==> src/include/divider_pkg.sv <==
/*
   Shared constants, types and helper functions for the sequential binary divider.
   Assumes every user writes divider_pkg::name; nothing is imported.
*/
`default_nettype none

package divider_pkg;

   localparam int OPERAND_W = 8;
   localparam int QUOTIENT_W = 16;
   localparam int COUNT_W = 4;
   localparam int CYCLE_W = 5;

   // step counter values
   localparam logic [3:0] COUNT_RESET = 4'h0;
   localparam logic [3:0] COUNT_ALIGNED = 4'h7;
   localparam logic [3:0] COUNT_TERMINAL = 4'hF;

   // bounds on a fixed-point division, in clock periods from the load edge
   localparam int MIN_CYCLES = 11;
   localparam int MAX_CYCLES = 25;

   localparam logic [7:0] OPERAND_ZERO = 8'h00;
   localparam logic [8:0] DIVIDEND_RESET = 9'h000;
   localparam logic [7:0] REMAINDER_RESET = 8'h00;
   localparam logic [15:0] QUOTIENT_RESET = 16'h0000;
   localparam logic [4:0] CYCLE_RESET = 5'h00;
   localparam logic [4:0] CYCLE_FIRST = 5'h01;
   localparam logic [4:0] CYCLE_LIMIT = 5'h1F;

   // gray sequence along idle, prenormalise, align, divide, done
   typedef enum logic [2:0] {
      IDLE = 3'h0,
      PRENORM = 3'h1,
      ALIGN = 3'h3,
      DIVIDE = 3'h2,
      DONE = 3'h6,
      ZERO_DIV = 3'h7
   } state_type;

   typedef struct packed {
      logic [7:0] dividend;
      logic [7:0] divisor;
   } operands_type;

   typedef struct packed {
      logic [15:0] quotient;
      logic [7:0] remainder;
   } result_type;

   typedef struct packed {
      logic busy;
      logic done;
      logic div_zero;
   } status_type;

   // count of leading zeros of a nonzero byte
   function automatic logic [3:0] leading_zeros(input logic [7:0] value);
      logic [3:0] n;
      n = 4'h8;
      for (int i = 0; i < OPERAND_W; i++) begin
         if (value[i]) begin
            n = 4'(OPERAND_W - 1 - i);
         end
      end
      return n;
   endfunction : leading_zeros

   // quotient bit written by a step at a given counter value
   function automatic logic [3:0] bit_index(input logic [3:0] count);
      return COUNT_TERMINAL - count;
   endfunction : bit_index

endpackage : divider_pkg

`default_nettype wire

==> src/rtl/quotient_latch.sv <==
/*
   Sixteen-bit addressable quotient store: cleared as a whole, one bit set at a time.
   Assumes clear and set never need to act on the same edge; clear wins if they do.
*/
`timescale 1ns/100ps
`default_nettype none

module quotient_latch (
   input wire logic clk,               // system clock
   input wire logic reset,             // synchronous reset, active high
   input wire logic clear,             // clears every bit
   input wire logic set_en,            // writes a one at addr
   input wire logic [3:0] addr,        // bit to set
   output logic [15:0] quotient        // stored bits
);

   logic [15:0] bits_r;
   logic [15:0] bits_nxt;

   always_comb begin
      bits_nxt = bits_r;
      if (clear) begin
         bits_nxt = divider_pkg::QUOTIENT_RESET;
      end else if (set_en) begin
         bits_nxt[addr] = 1'b1;
      end
   end

   always_ff @(posedge clk) begin
      if (reset) begin
         bits_r <= divider_pkg::QUOTIENT_RESET;
      end else begin
         bits_r <= bits_nxt;
      end
   end

   assign quotient = bits_r;

endmodule : quotient_latch

`default_nettype wire

==> src/rtl/divider_core.sv <==
/*
   Sequential 8-bit binary divider giving a 16-bit fixed-point quotient and a remainder.
   Assumes a host that pulses load for one clock with operands valid on that edge,
   and float_mode steady across that edge.
*/
`timescale 1ns/100ps
`default_nettype none

module divider_core (
   input wire logic clk,                          // system clock, 200 MHz
   input wire logic reset,                        // synchronous reset, active high
   input wire logic load,                         // start pulse, one clock
   input wire divider_pkg::operands_type operands, // dividend and divisor
   input wire logic float_mode,                   // operands are normalised mantissas
   output divider_pkg::result_type result,        // quotient and remainder
   output divider_pkg::status_type status         // busy, done, divide by zero
);

   divider_pkg::state_type state_r;
   divider_pkg::state_type state_nxt;
   logic [8:0] x_r;
   logic [8:0] x_nxt;
   logic [7:0] y_r;
   logic [7:0] y_nxt;
   logic [3:0] count_r;
   logic [3:0] count_nxt;
   logic sequence_flag_r;
   logic sequence_flag_nxt;
   logic shift_flag_r;
   logic shift_flag_nxt;
   logic done_r;
   logic done_nxt;
   logic div_zero_r;
   logic div_zero_nxt;
   logic float_r;
   logic float_nxt;
   logic [7:0] remainder_r;
   logic [7:0] remainder_nxt;
   logic [4:0] cycle_r;
   logic [4:0] cycle_nxt;

   logic [9:0] trial_sum;
   logic [7:0] difference;
   logic fits;
   logic dividend_load_select;
   logic quotient_set;
   logic [3:0] quotient_addr;
   logic [15:0] quotient;

   // trial subtraction; carry out high means the divisor fits
   always_comb begin
      trial_sum = {1'b0, x_r} + {1'b0, ~{1'b0, y_r}} + 10'h001;
      fits = trial_sum[9];
      difference = trial_sum[7:0];
   end

   assign dividend_load_select = load;
   assign quotient_addr = divider_pkg::bit_index(count_r);
   assign quotient_set = (state_r == divider_pkg::DIVIDE) && fits && !load;

   always_comb begin
      state_nxt = state_r;
      x_nxt = x_r;
      y_nxt = y_r;
      count_nxt = count_r;
      sequence_flag_nxt = sequence_flag_r;
      shift_flag_nxt = shift_flag_r;
      done_nxt = done_r;
      div_zero_nxt = div_zero_r;
      float_nxt = float_r;
      remainder_nxt = remainder_r;
      cycle_nxt = (cycle_r == divider_pkg::CYCLE_LIMIT) ? cycle_r : 5'(cycle_r + 5'h01);
      // load overrides whatever step is in progress
      if (dividend_load_select) begin
         x_nxt = {1'b0, operands.dividend};
         y_nxt = operands.divisor;
         count_nxt = float_mode ? divider_pkg::COUNT_ALIGNED : divider_pkg::COUNT_RESET;
         sequence_flag_nxt = 1'b1;
         shift_flag_nxt = 1'b1;
         done_nxt = 1'b0;
         div_zero_nxt = 1'b0;
         float_nxt = float_mode;
         remainder_nxt = divider_pkg::REMAINDER_RESET;
         cycle_nxt = divider_pkg::CYCLE_FIRST;
         state_nxt = divider_pkg::PRENORM;
         if (float_mode) begin
            sequence_flag_nxt = 1'b0;
            shift_flag_nxt = 1'b0;
            state_nxt = divider_pkg::DIVIDE;
            if (operands.divisor == divider_pkg::OPERAND_ZERO) begin
               div_zero_nxt = 1'b1;
               state_nxt = divider_pkg::ZERO_DIV;
            end
         end
      end else begin
         case (state_r)
            divider_pkg::PRENORM: begin
               if (y_r == divider_pkg::OPERAND_ZERO) begin
                  div_zero_nxt = 1'b1;
                  state_nxt = divider_pkg::ZERO_DIV;
               end else if (x_r[7] || y_r[7]) begin
                  // encoding in the same cycle as the last shift check saves a clock
                  count_nxt = 4'(divider_pkg::COUNT_ALIGNED - divider_pkg::leading_zeros(y_r));
                  sequence_flag_nxt = 1'b0;
                  shift_flag_nxt = 1'b0;
                  state_nxt = y_r[7] ? divider_pkg::DIVIDE : divider_pkg::ALIGN;
               end else begin
                  // shifting both keeps the ratio, so the binary point stays put
                  x_nxt = {x_r[7:0], 1'b0};
                  y_nxt = {y_r[6:0], 1'b0};
               end
            end
            divider_pkg::ALIGN: begin
               y_nxt = {y_r[6:0], 1'b0};
               if (y_r[6]) begin
                  state_nxt = divider_pkg::DIVIDE;
               end
            end
            divider_pkg::DIVIDE: begin
               // x_r[8] set means the dividend certainly exceeds the divisor
               if (fits) begin
                  x_nxt = {difference, 1'b0};
               end else begin
                  x_nxt = {x_r[7:0], 1'b0};
               end
               if (count_r == divider_pkg::COUNT_TERMINAL) begin
                  remainder_nxt = fits ? difference : x_r[7:0];
                  done_nxt = 1'b1;
                  sequence_flag_nxt = 1'b1;
                  state_nxt = divider_pkg::DONE;
               end else begin
                  count_nxt = 4'(count_r + 4'h1);
               end
            end
            divider_pkg::DONE: begin
               state_nxt = divider_pkg::DONE;
            end
            divider_pkg::ZERO_DIV: begin
               state_nxt = divider_pkg::ZERO_DIV;
            end
            default: begin
               state_nxt = divider_pkg::IDLE;
            end
         endcase
      end
   end

   always_ff @(posedge clk) begin
      if (reset) begin
         state_r <= divider_pkg::IDLE;
         x_r <= divider_pkg::DIVIDEND_RESET;
         y_r <= divider_pkg::OPERAND_ZERO;
         count_r <= divider_pkg::COUNT_RESET;
         sequence_flag_r <= 1'b0;
         shift_flag_r <= 1'b0;
         done_r <= 1'b0;
         div_zero_r <= 1'b0;
         float_r <= 1'b0;
         remainder_r <= divider_pkg::REMAINDER_RESET;
         cycle_r <= divider_pkg::CYCLE_RESET;
      end else begin
         state_r <= state_nxt;
         x_r <= x_nxt;
         y_r <= y_nxt;
         count_r <= count_nxt;
         sequence_flag_r <= sequence_flag_nxt;
         shift_flag_r <= shift_flag_nxt;
         done_r <= done_nxt;
         div_zero_r <= div_zero_nxt;
         float_r <= float_nxt;
         remainder_r <= remainder_nxt;
         cycle_r <= cycle_nxt;
      end
   end

   quotient_latch quotient_store (
      .clk(clk),
      .reset(reset),
      .clear(dividend_load_select),
      .set_en(quotient_set),
      .addr(quotient_addr),
      .quotient(quotient)
   );

   assign result.quotient = quotient;
   assign result.remainder = remainder_r;
   assign status.busy = (state_r == divider_pkg::PRENORM) || (state_r == divider_pkg::ALIGN)
      || (state_r == divider_pkg::DIVIDE);
   assign status.done = done_r;
   assign status.div_zero = div_zero_r;

   load_capture_a: assert property (@(posedge clk) disable iff (reset)
      load && !float_mode |=> count_r == divider_pkg::COUNT_RESET && sequence_flag_r
         && shift_flag_r && quotient == divider_pkg::QUOTIENT_RESET
         && x_r == {1'b0, $past(operands.dividend)})
      else $error("load did not initialise the divider");

   divide_time_a: assert property (@(posedge clk) disable iff (reset)
      $rose(done_r) && !float_r |-> cycle_r >= 5'(divider_pkg::MIN_CYCLES)
         && cycle_r <= 5'(divider_pkg::MAX_CYCLES))
      else $error("division time outside 11 to 25 clocks");

   prenorm_stop_a: assert property (@(posedge clk) disable iff (reset)
      state_r == divider_pkg::PRENORM && !(x_r[7] || y_r[7]) && y_r != divider_pkg::OPERAND_ZERO
         && !load |=> state_r == divider_pkg::PRENORM && x_r[8:1] == $past(x_r[7:0]))
      else $error("operands not shifted together");

   // a zero divisor leaves for its own state, so it is kept out of this check
   encode_count_a: assert property (@(posedge clk) disable iff (reset)
      state_r == divider_pkg::PRENORM && (x_r[7] || y_r[7]) && !load
         && y_r != divider_pkg::OPERAND_ZERO
         |=> !sequence_flag_r && count_r + divider_pkg::leading_zeros($past(y_r))
            == divider_pkg::COUNT_ALIGNED)
      else $error("counter not loaded from leading zeros");

   align_hold_a: assert property (@(posedge clk) disable iff (reset)
      state_r == divider_pkg::ALIGN && !load |=> $stable(count_r) && $stable(x_r)
         && y_r == {$past(y_r[6:0]), 1'b0})
      else $error("alignment disturbed counter or dividend");

   aligned_entry_a: assert property (@(posedge clk) disable iff (reset)
      $rose(state_r == divider_pkg::DIVIDE) && !$past(load) |-> y_r[7])
      else $error("divide started with unaligned divisor");

   step_count_a: assert property (@(posedge clk) disable iff (reset)
      state_r == divider_pkg::DIVIDE && count_r != divider_pkg::COUNT_TERMINAL && !load
         |=> count_r == $past(count_r) + 4'h1 && state_r == divider_pkg::DIVIDE)
      else $error("step counter did not advance");

   quotient_bit_a: assert property (@(posedge clk) disable iff (reset)
      state_r == divider_pkg::DIVIDE && !load
         |=> quotient[$past(quotient_addr)] == $past(fits))
      else $error("quotient bit does not match trial subtraction");

   terminal_finish_a: assert property (@(posedge clk) disable iff (reset)
      state_r == divider_pkg::DIVIDE && count_r == divider_pkg::COUNT_TERMINAL && !load
         |=> done_r && sequence_flag_r && !status.busy)
      else $error("terminal count did not complete division");

   zero_never_done_a: assert property (@(posedge clk) disable iff (reset)
      div_zero_r |-> !done_r && state_r == divider_pkg::ZERO_DIV)
      else $error("completion shown for zero divisor");

   float_start_a: assert property (@(posedge clk) disable iff (reset)
      load && float_mode && operands.divisor != divider_pkg::OPERAND_ZERO
         |=> state_r == divider_pkg::DIVIDE && count_r == divider_pkg::COUNT_ALIGNED
         ##9 done_r)
      else $error("floating-point division not nine steps from load");

   result_hold_a: assert property (@(posedge clk) disable iff (reset)
      done_r && !load |=> $stable(result) && done_r)
      else $error("result changed before next load");

   // plain magnitude compare, so a miswired adder input shows up here
   subtract_fit_a: assert property (@(posedge clk) disable iff (reset)
      state_r == divider_pkg::DIVIDE |-> fits == (x_r >= {1'b0, y_r}))
      else $error("trial subtraction carry wrong");

   // only holds once the divisor is aligned, which keeps the dividend below twice it
   top_sum_a: assert property (@(posedge clk) disable iff (reset)
      state_r == divider_pkg::DIVIDE && fits && y_r[7] |-> !trial_sum[8])
      else $error("dropped adder bit was not zero");

   dividend_reload_a: assert property (@(posedge clk) disable iff (reset)
      state_r == divider_pkg::DIVIDE && fits && !load |=> x_r[8:1] == $past(difference))
      else $error("dividend not reloaded from remainder");

   remainder_range_a: assert property (@(posedge clk) disable iff (reset)
      $rose(done_r) |-> result.remainder < y_r)
      else $error("remainder not below aligned divisor");

   zero_detect_a: assert property (@(posedge clk) disable iff (reset)
      state_r == divider_pkg::PRENORM && y_r == divider_pkg::OPERAND_ZERO && !load
         |=> div_zero_r && !status.busy)
      else $error("zero divisor not reported");

   zero_hold_a: assert property (@(posedge clk) disable iff (reset)
      div_zero_r && !load |=> div_zero_r && $stable(result))
      else $error("zero divisor status changed before next load");

   done_idle_a: assert property (@(posedge clk) disable iff (reset)
      done_r |-> !status.busy && state_r == divider_pkg::DONE)
      else $error("busy shown after completion");

   load_busy_a: assert property (@(posedge clk) disable iff (reset)
      load && operands.divisor != divider_pkg::OPERAND_ZERO
         |=> status.busy && !done_r && !div_zero_r)
      else $error("load did not start a division");

   float_flag_a: assert property (@(posedge clk) disable iff (reset)
      load && float_mode |=> !sequence_flag_r && !shift_flag_r)
      else $error("mantissa load left control flags set");

   // alignment with a zero divisor would never leave, and an already aligned one would lose bit 7
   align_bound_a: assert property (@(posedge clk) disable iff (reset)
      state_r == divider_pkg::ALIGN |-> !y_r[7] && y_r != divider_pkg::OPERAND_ZERO)
      else $error("alignment entered with nothing to shift");

   sequence_low_a: assert property (@(posedge clk) disable iff (reset)
      state_r == divider_pkg::ALIGN || state_r == divider_pkg::DIVIDE |-> !sequence_flag_r)
      else $error("sequence flag high while dividing");

endmodule : divider_core

`default_nettype wire

==> config.mk <==
export PLATFORM = sky130hd
export DESIGN_NAME = divider_core
export DESIGN_NICKNAME = d
export VERILOG_FILES = /design/src/include/divider_pkg.sv /design/src/rtl/quotient_latch.sv /design/src/rtl/divider_core.sv
export SDC_FILE = /design/constraint.sdc
export NUM_CORES = 1
export LEC_CHECK = 0
export ABC_AREA = 1
export BUFFER_PORTS_ARGS = -buffer_cell sky130_fd_sc_hd__clkbuf_2
export CAP_MARGIN = 30
export CORE_MARGIN = 2
export CORE_UTILIZATION = 39
export DETAILED_ROUTE_END_ITERATION = 7
export SYNTH_ARGS = -nofsm -noshare
export SYNTH_HDL_FRONTEND = slang
export SYNTH_SLANG_ARGS = --single-unit
==> constraint.sdc <==
create_clock -name clk -period 2.23 [get_ports clk]
set_clock_uncertainty 0.05 [all_clocks]
set_input_delay 0.223 -clock clk [delete_from_list [all_inputs] [get_ports clk]]
set_output_delay 0.223 -clock clk [all_outputs]
set_load 0.005 [all_outputs]
==> reports/results.tsv, run 1 <==
stage	metric	value	unit
timing	RSZ-0062 raised after global routing	false	
global_routing	GR Overflow Total	0	
clocking	root buffer cell	clkbuf_8	
clocking	H-tree depth	2	
timing	Final Critical Period	2.023	ns
synthesis	adder-cell share of the synthesized area	5.635	%
synthesis	async set or reset register ratio after synthesis	0	%
synthesis	Post-Syn Instances	497	
synthesis	largest cells by area after synthesis	dfxtp_1, nand2_1, inv_1, nor2_1, o21ai_0	
power_and_ir_drop	LEAKAGE	1.778	nW
placement	HPWL after detailed placement	6198	um
final_layout	nets	580	
synthesis	syn avg cell area	6.523	um2
power_and_ir_drop	maximum VDD drop	0.2992	mV
timing	Rel. slew slack	74.39	%
clocking	Hold Buf Count CTS	0	
timing	Slew @ Worst Pin	0.3832	ns
final_layout	P&R area growth vs syn	13.97	%
floorplan	total core area	8134	um2
detailed_routing	drt pass-1 iters	4	
floorplan	starting density of the core	39.86	%
placement	gp weighted congestion	0.8927	
timing	Final Hold Fails	0	
hold_path	worst min-delay path class	in -> reg	
detailed_routing	routed len/inst	12.05	um
timing	Period Utilization, post-route	90.72	%
floorplan	I/O pins	47	
floorplan	die area	9057	um2
placement	Place WS	0.1703	ns
timing	fin. max-slew vios	0	
detailed_routing	Vias	3119	
outcome	status	finished clean	
worst_setup_path	crit path capture type	flop	
clocking	CTS sink count	50	
global_routing	largest net degree at the start of global routing	23	
synthesis	post-synthesis sequential area ratio	30.88	%
synthesis	synthesized area	3242	um2
clocking	CTS Buf Count	5	
synthesis	Mapped Nets	531	
synthesis	flops & latches, synth	50	
clocking	clk_lat worst skew	0.31	ns
power_and_ir_drop	Total Power	0.002452	W
detailed_routing	DRT iter0 DRCs	150	
clocking	clock-pin slew on the worst setup and hold paths	0.09	ns
global_routing	vias in the first global route	2830	
timing	Setup TNS	0	ns
detailed_routing	DRC violations left	0	
global_routing	initial antenna violation count	0	
run	Max Cap Viol	0	
synthesis	XOR/XNOR Fraction of Synth Area	1.081	%
clocking	CTS max path bufs	2	
timing	Final Setup Violations	0	
synthesis	Yosys warning total	0	
timing	Final WS setup	0.2069	ns
synthesis	Compound-Gate Fraction of Synth Area	16.13	%
floorplan	FP Rows	33	
power_and_ir_drop	PD cells	663.6	nW/um2
floorplan	DIE HEIGHT	95.17	um
worst_setup_path	WP data arrival	2.22	ns
global_routing	All-Layer GR Usage	18.31	%
synthesis	most frequent cells after synthesis	nand2_1, inv_1, nor2_1	
global_routing	global-route wire length before repair	13230	um
detailed_routing	WL final	7845	um
synthesis	Post-Synth Simple-Gate Area	34.47	%
synthesis	Post-synth EDFFs	0	
synthesis	most frequent cell after synthesis	nand2_1	
worst_setup_path	Crit Path Max Fanout	7	
detailed_routing	number of vias per cell	4.791	
synthesis	main combinational cell family by area after synthesis	simple AND/OR/NAND/NOR gates	
synthesis	number of library cell types mapped by synthesis	34	
final_layout	ant diodes	0	
synthesis	mux cell area share after synthesis	0	%
final_layout	fraction of final layout cells sized beyond drive strength 1	18.50	%
worst_setup_path	CP startpoint kind	flop	
detailed_routing	Post-DRT Antenna Nets	0	
synthesis	post-synth top area share	30.88	%
synthesis	Synth Flop Type	dfxtp_1	
placement	PortBufs	46	
worst_setup_path	Setup Crit Path Kind	reg -> reg	
timing	fmax	494.3	MHz
clocking	TritonCTS clock tree	done	
worst_setup_path	Worst Path Required	2.43	ns
synthesis	Synth area leader	dfxtp_1	
floorplan	Die W	95.17	um
==> layer usage <==
metal / vias to the layer above / track usage (%) / routed length [um]
met5: - / 0 / 0
met4: 0 / 4.348 / 115
met3: 10 / 2.925 / 301
met2: 59 / 29.17 / 3409
met1: 1388 / 25.86 / 4019
li1: 1662 / - / -
==> worst paths after layout <==
kind / slack [ns] / to / cells after the start / startpoint
worst max-delay path: 0.21 / quotient_store.quotient[1] / 11 / x_r[7]
worst min-delay path: 0.11 / x_r[0] / 3 / operands[8]
worst max register to register: 0.21 / quotient_store.quotient[1] / 11 / x_r[7]
worst min register to register: 0.41 / quotient_store.quotient[14] / 2 / quotient_store.quotient[14]
==> worst max-delay path, stage by stage (launching register included) <==
cell and delay, ns:
dfxtp_1 0.38, inv_1 0.09, ha_1 0.31, inv_1 0.13
nand2_1 0.12, nor2_4 0.16, nand3_4 0.14, nand3_4 0.14
nand2_8 0.09, nor2_4 0.13, nand2_1 0.09, a21oi_2 0.13
==> area by class of cell <==
cell class / count / area (um2)
Clock buffer: 5 / 68.82
Multi-Input combinational cell: 353 / 1873
Clock inverter: 2 / 15.01
Tap cell: 105 / 131.4
Timing Repair Buffer: 56 / 305.3
Inverter: 80 / 300.3
Sequential cell: 50 / 1001
Fill cell: 855 / 4439
==> layout by cell type (no fill, tap or decap), types with 15 or more instances in the layout <==
cell	n
a21oi_1	29
a21oi_2	15
clkbuf_2	46
dfxtp_1	50
inv_1	76
nand2_1	128
nand3_1	18
nor2_1	65
o21ai_0	33
==> through the flow <==
stage               hold WS (ns)  instances  instance area (um2)  utilization [%]
floorplan                 0.3220        497                 3242                -
global placement          0.3966        640                 3573            43.93
detailed placement        0.3996        640                 3573            43.93
CTS                       0.1085        647                 3657            44.96
global route              0.1143        651                 3695            45.42
finish                    0.1127        651                 3695            45.42
==> power breakdown <==
group / internal, W / leakage (nW) / switching [W] / total (W)
combinational: 0.000320 / 1.33 / 0.000620 / 0.000940
clock: 0.000215 / 0.0362 / 0.000311 / 0.000526
sequential: 0.000939 / 0.407 / 0.0000460 / 0.000985
total: 0.00147 / 1.78 / 0.000977 / 0.00245
==> kinds of logic after synthesis <==
kind of cell / count (synthesis)
AND/OR/NAND/NOR: 247
buffers and inverters: 95
AO/OA/AOI/OAI: 87
flip-flops: 50
adder cells (fa/ha/maj): 14
XOR/XNOR: 4
==> state kept, by name, indices dropped and copies added (netlist names) <==
name and flops:
quotient_store.quotient 16, count_r 4, done_r 1, state_r 3
remainder_r 8, div_zero_r 1, y_r 8, x_r 9
==> timing repair <==
| action | 4_1_cts | 5_1_grt |
|---|---|---|
| endpoints found under the hold margin | 0 | 0 |
| buffers inserted | 0 | 3 |
| resized for setup | 0 | 1 |
| setup endpoints to repair | 0 | 5 |
Note: power is estimated with default switching activity, not from simulation.
==> inputs of run 2 (changes only) <==
--- a/config.mk
+++ b/config.mk
@@ -8,7 +8,6 @@
 export ABC_AREA = 1
 export BUFFER_PORTS_ARGS = -buffer_cell sky130_fd_sc_hd__clkbuf_2
 export CAP_MARGIN = 30
-export CORE_MARGIN = 2
 export CORE_UTILIZATION = 39
 export DETAILED_ROUTE_END_ITERATION = 7
 export SYNTH_ARGS = -nofsm -noshare
==> reports/results.tsv, run 2 (synthesized netlist as in run 1, its figures left out) <==
stage	metric	value	unit
outcome	status	finished clean	
timing	fin. max-slew vios	0	
floorplan	FP Rows	32	
worst_setup_path	crit path capture type	flop	
worst_setup_path	RR Startpoint	y_r[6]	
global_routing	initial antenna violation count	0	
final_layout	multi-input gate area in the final layout	1873	um2
detailed_routing	number of vias per cell	4.818	
clocking	Hold Buf Count CTS	0	
floorplan	total core area	7888	um2
final_layout	ant diodes	0	
final_layout	fraction of final layout cells sized beyond drive strength 1	18.53	%
detailed_routing	DRT iter0 DRCs	119	
run	Max Cap Viol	0	
power_and_ir_drop	Switching Share	36.47	%
final_layout	register area	1002	um2
power_and_ir_drop	Flop pwr share	36.6	%
hold_path	worst min-delay path class	in -> reg	
global_routing	largest net degree at the start of global routing	18	
placement	Placed Instances	638	
worst_setup_path	Crit Path Max Fanout	10	
final_layout	most frequent cells in the layout	nand2_1, inv_1, nor2_1	
timing	Setup TNS	0	ns
hold_path	hold-critical path depth	3	
detailed_routing	WL final	7812	um
worst_setup_path	worst reg-to-reg path cell count	10	
clocking	root buffer cell	clkbuf_8	
power_and_ir_drop	LEAKAGE	1.803	nW
global_routing	vias in the first global route	2780	
worst_setup_path	Worst Path Required	2.40	ns
timing	Final Critical Period	2.014	ns
placement	Place WS	0.1695	ns
timing	RSZ-0062 raised after global routing	false	
clocking	clk_lat worst skew	0.31	ns
detailed_routing	DRC violations left	0	
floorplan	starting density of the core	41.10	%
global_routing	global-route wire length before repair	13310	um
worst_setup_path	flop2flop setup slack	0.22	ns
placement	HPWL after detailed placement	6056	um
clocking	clock-pin slew on the worst setup and hold paths	0.10	ns
power_and_ir_drop	Sw Pwr	0.0009776	W
power_and_ir_drop	PD cells	718.5	nW/um2
clocking	CTS Buf Count	5	
timing	fmax	496.4	MHz
hold_path	min-delay src	operands[8]	
detailed_routing	Post-DRT Antenna Nets	0	
final_layout	nets	578	
final_layout	Filler cells	854	
worst_setup_path	Setup Crit Path Kind	reg -> reg	
worst_setup_path	worst r2r dst	remainder_r[5]	
worst_setup_path	CP startpoint kind	flop	
timing	Final WS setup	0.2155	ns
detailed_routing	drt pass-1 iters	4	
floorplan	Die W	93.17	um
power_and_ir_drop	clock share of power	28.9	%
floorplan	die area	8681	um2
final_layout	Post-Layout Cell Count	647	
final_layout	max FFs per register	16	
floorplan	DIE HEIGHT	93.17	um
timing	Period Utilization, post-route	90.34	%
timing	Rel. slew slack	75.65	%
timing	Final Setup Violations	0	
worst_setup_path	WP data arrival	2.18	ns
global_routing	All-Layer GR Usage	19.23	%
clocking	TritonCTS clock tree	done	
power_and_ir_drop	internal power	0.001703	W
clocking	H-tree depth	2	
final_layout	commonest non-fill, non-tap cell in the layout	nand2_1	
placement	gp weighted congestion	0.8951	
clocking	CTS max path bufs	2	
timing	Slew @ Worst Pin	0.3648	ns
detailed_routing	routed len/inst	12.07	um
floorplan	I/O pins	47	
clocking	total setup buffers inserted after CTS	0	
power_and_ir_drop	Comb pwr share	34.5	%
power_and_ir_drop	maximum VDD drop	0.2633	mV
global_routing	GR Overflow Total	0	
final_layout	P&R area growth vs syn	15.09	%
clocking	CTS sink count	50	
detailed_routing	Vias	3117	
hold_path	WHS Endpoint	x_r[0]	
placement	PortBufs	46	
timing	Final Hold Fails	0	
-- run 2: cell count changes in the layout (fill, tap and decap cells not counted), sizes merged --
| cell | before | now |
|---|---|---|
| buf | 10 | 8 |
| bufinv | 0 | 2 |
| clkinv | 1 | 2 |
| clkinvlp | 2 | 0 |
-- run 2: power groups by stage --
stage / clock, W / combinational, W / sequential (W)
final: 0.000774 / 0.000924 / 0.000982
after global placement: 0 / 0.000892 / 0.00100
after global routing: 0.000830 / 0.00106 / 0.000991
after floorplan: 0 / 0.000711 / 0.000991
after CTS: 0.000796 / 0.000905 / 0.000982
after detailed placement: 0 / 0.000903 / 0.00100
-- run 2: critical path, stage by stage (launching register included) --
cell	delay, ns
dfxtp_1	0.37
inv_1	0.10
ha_1	0.35
nand2_1	0.08
nand2_1	0.09
a21oi_4	0.33
nand3_4	0.19
nand2_1	0.12
nand2_1	0.07
o21ai_0	0.14
inv_1	0.05
-- run 2: worst max-delay path by stage --
| stage | startpoint | end | slack [ns] | depth (start not counted) |
|---|---|---|---|---|
| 5_1_grt | y_r[4] | remainder_r[3] | 0.03 | 12 |
| 2_1_floorplan | y_r[4] | remainder_r[5] | 0.42 | 12 |
| 3_3_place_gp | y_r[4] | remainder_r[5] | 0.20 | 12 |
| 6_report | y_r[6] | remainder_r[5] | 0.22 | 10 |
| 3_5_place_dp | y_r[4] | remainder_r[5] | 0.17 | 12 |
| 4_1_cts | x_r[7] | quotient_store.quotient[11] | 0.16 | 11 |
-- run 2: routing by layer --
metal / vias up / part of all wire (%) / track usage, % / wire, um
met5: - / 0 / 0 / 0
li1: 1671 / - / - / -
met2: 60 / 43 / 30.76 / 3392
met1: 1378 / 52 / 27.65 / 4061
met4: 0 / 0.83 / 3.846 / 65
met3: 8 / 3.7 / 2.439 / 292
-- run 2: repair_timing --
action                                  4_1_cts  5_1_grt
hold endpoints to repair                      0        0
endpoints found under the setup margin        0       13
resized for setup                             0        2
-- run 2: metrics by stage --
step	util, %	cell area (um2)	hold WS [ns]	power, W
after floorplan	-	3242	0.3220	0.001702
after global placement	45.35	3577	0.3998	0.001893
final	47.30	3731	0.09621	0.002681
after global routing	47.30	3731	0.1097	0.002879
after CTS	47.10	3715	0.09250	0.002683
after detailed placement	45.35	3577	0.4033	0.001905
-- run 2: cell type report --
| class | instances | share of cell area (%) |
|---|---|---|
| Clock inverter | 3 | 1.844 |
| Inverter | 80 | 8.048 |
| Tap cell | 102 | 3.421 |
| Sequential cell | 50 | 26.86 |
| Multi-Input combinational cell | 353 | 50.20 |
| Clock buffer | 5 | 1.844 |
| Timing Repair Buffer | 54 | 7.780 |
==> inputs of run 3 (changes only) <==
--- a/config.mk
+++ b/config.mk
@@ -6,10 +6,10 @@
 export NUM_CORES = 1
 export LEC_CHECK = 0
 export ABC_AREA = 1
-export BUFFER_PORTS_ARGS = -buffer_cell sky130_fd_sc_hd__clkbuf_2
 export CAP_MARGIN = 30
 export CORE_UTILIZATION = 39
 export DETAILED_ROUTE_END_ITERATION = 7
+export DONT_BUFFER_PORTS = 1
 export SYNTH_ARGS = -nofsm -noshare
 export SYNTH_HDL_FRONTEND = slang
 export SYNTH_SLANG_ARGS = --single-unit
==> reports/results.tsv, run 3 (synthesized netlist as in run 1, its figures left out) <==
stage	metric	value	unit
floorplan	starting density of the core	41.10	%
timing	Period Utilization, post-route	89.91	%
timing	fin. max-slew vios	0	
worst_setup_path	WP data arrival	2.20	ns
power_and_ir_drop	LEAKAGE	1.564	nW
final_layout	ant diodes	0	
floorplan	total core area	7888	um2
timing	fmax	498.7	MHz
worst_setup_path	CP max stage cell	dfxtp_1	
power_and_ir_drop	internal power	0.001465	W
detailed_routing	drt pass-1 iters	4	
global_routing	GR Overflow Total	0	
detailed_routing	Post-DRT Antenna Nets	0	
timing	Final Critical Period	2.005	ns
final_layout	nets	531	
detailed_routing	routed len/inst	12.51	um
timing	Setup TNS	0	ns
worst_setup_path	CP bufs+invs	2	
floorplan	DIE HEIGHT	93.17	um
clocking	clock-pin slew on the worst setup and hold paths	0.10	ns
worst_setup_path	CP startpoint kind	flop	
final_layout	fraction of final layout cells sized beyond drive strength 1	10.24	%
global_routing	vias in the first global route	2665	
clocking	clk_lat worst skew	0.31	ns
timing	Slew @ Worst Pin	0.3772	ns
worst_setup_path	CP cell instances	inv_1 -> ha_1 -> inv_1 -> nand2_1 -> nor2_4 -> nand3_4 -> nand3_4 -> nand2_8 -> nor2_4 -> nand2_1 -> a21oi_2	
clocking	root buffer cell	clkbuf_8	
worst_setup_path	Crit Path Max Fanout	9	
placement	gp weighted congestion	0.9142	
clocking	H-tree depth	2	
global_routing	initial antenna violation count	0	
floorplan	Die W	93.17	um
run	Max Cap Viol	0	
timing	Hold WS	0.01264	ns
detailed_routing	WL final	7503	um
worst_setup_path	Worst Path Required	2.43	ns
outcome	status	finished clean	
detailed_routing	DRC violations left	0	
power_and_ir_drop	Flop pwr share	40.5	%
global_routing	All-Layer GR Usage	18.10	%
final_layout	most frequent cells in the layout	nand2_1, inv_1, nor2_1	
power_and_ir_drop	Comb pwr share	36.3	%
global_routing	global-route wire length before repair	12560	um
clocking	TritonCTS clock tree	done	
final_layout	commonest non-fill, non-tap cell in the layout	nand2_1	
worst_setup_path	CP max stage delay	0.36	ns
power_and_ir_drop	PD cells	699.4	nW/um2
hold_path	worst min-delay path class	in -> reg	
worst_setup_path	top cell family by delay on the critical path	simple AND/OR/NAND/NOR gates	
power_and_ir_drop	Total Power	0.002424	W
timing	Final Setup Violations	0	
power_and_ir_drop	maximum VDD drop	0.2644	mV
clocking	CTS max path bufs	2	
power_and_ir_drop	clock share of power	23.2	%
timing	Final Hold Fails	0	
floorplan	die area	8681	um2
timing	RSZ-0062 raised after global routing	false	
timing	Rel. slew slack	74.79	%
placement	HPWL after detailed placement	5880	um
clocking	CTS Buf Count	5	
final_layout	max FFs per register	16	
floorplan	I/O pins	47	
final_layout	Core Util, Final	43.94	%
power_and_ir_drop	Sw Pwr	0.0009587	W
detailed_routing	number of vias per cell	4.825	
clocking	CTS sink count	50	
worst_setup_path	Setup Crit Path Kind	reg -> reg	
placement	PortBufs	0	
floorplan	FP Rows	32	
clocking	total setup buffers inserted after CTS	0	
worst_setup_path	crit path capture type	flop	
detailed_routing	Vias	2895	
final_layout	P&R area growth vs syn	6.908	%
power_and_ir_drop	Switching Share	39.55	%
detailed_routing	DRT iter0 DRCs	112	
global_routing	largest net degree at the start of global routing	26	
[run 3: tightest hold or removal path: cells and delay by family]
family             cells  cell delay (ns)
and+or+nand+nor        2             0.08
AOI/OAI and AO/OA      1             0.04
[run 3: cell type report]
type                    instances  area, um2
clock buffers                   5      68.82
clock inverters                 3      25.02
fillers                       819       4422
inverters                      80      300.3
multi-input cells             352       1876
flip-flops and latches         50       1001
well taps                     102      127.6
repair buffers                  8      67.56
[run 3: timing repair]
| item | 4_1_cts | 5_1_grt |
|---|---|---|
| gates resized for setup | 0 | 3 |
| hold endpoints to repair | 5 | 0 |
| hold buffers | 3 | 0 |
| endpoints found under the setup margin | 0 | 4 |
[run 3: power by group through the flow]
stage | Clock, W | Combinational (W) | Sequential [W]
2_1_floorplan | 0 | 0.000711 | 0.000991
3_3_place_gp | 0 | 0.000853 | 0.00100
3_5_place_dp | 0 | 0.000861 | 0.00100
4_1_cts | 0.000578 | 0.000868 | 0.000981
5_1_grt | 0.000613 | 0.00101 | 0.000990
6_report | 0.000561 | 0.000880 | 0.000982
[run 3: through the flow]
step                      worst slack [ns]  std cells  cell area [um2]
final                               0.2249        600             3466
after global routing              0.004867        600             3466
after CTS                           0.1635        600             3448
after detailed placement            0.1710        589             3324
after global placement              0.2012        589             3324
after floorplan                     0.4237        497             3242
[run 3: worst paths after layout]
kind	start	endpoint	slack (ns)	depth (start not counted)
max reg2reg	x_r[7]	quotient_store.quotient[11]	0.22	11
min reg2reg	x_r[0]	x_r[0]	0.42	2
min	reset	x_r[1]	0.01	3
max	x_r[7]	quotient_store.quotient[11]	0.22	11
[run 3: layer usage]
| layer | vias up | part of all wire (%) | global-route usage [%] |
|---|---|---|---|
| li1 | 1559 | - | - |
| met1 | 1267 | 50 | 25.48 |
| met2 | 60 | 43 | 28.49 |
| met3 | 9 | 6.0 | 3.008 |
| met4 | 0 | 1.1 | 4.872 |
| met5 | - | 0 | 0 |
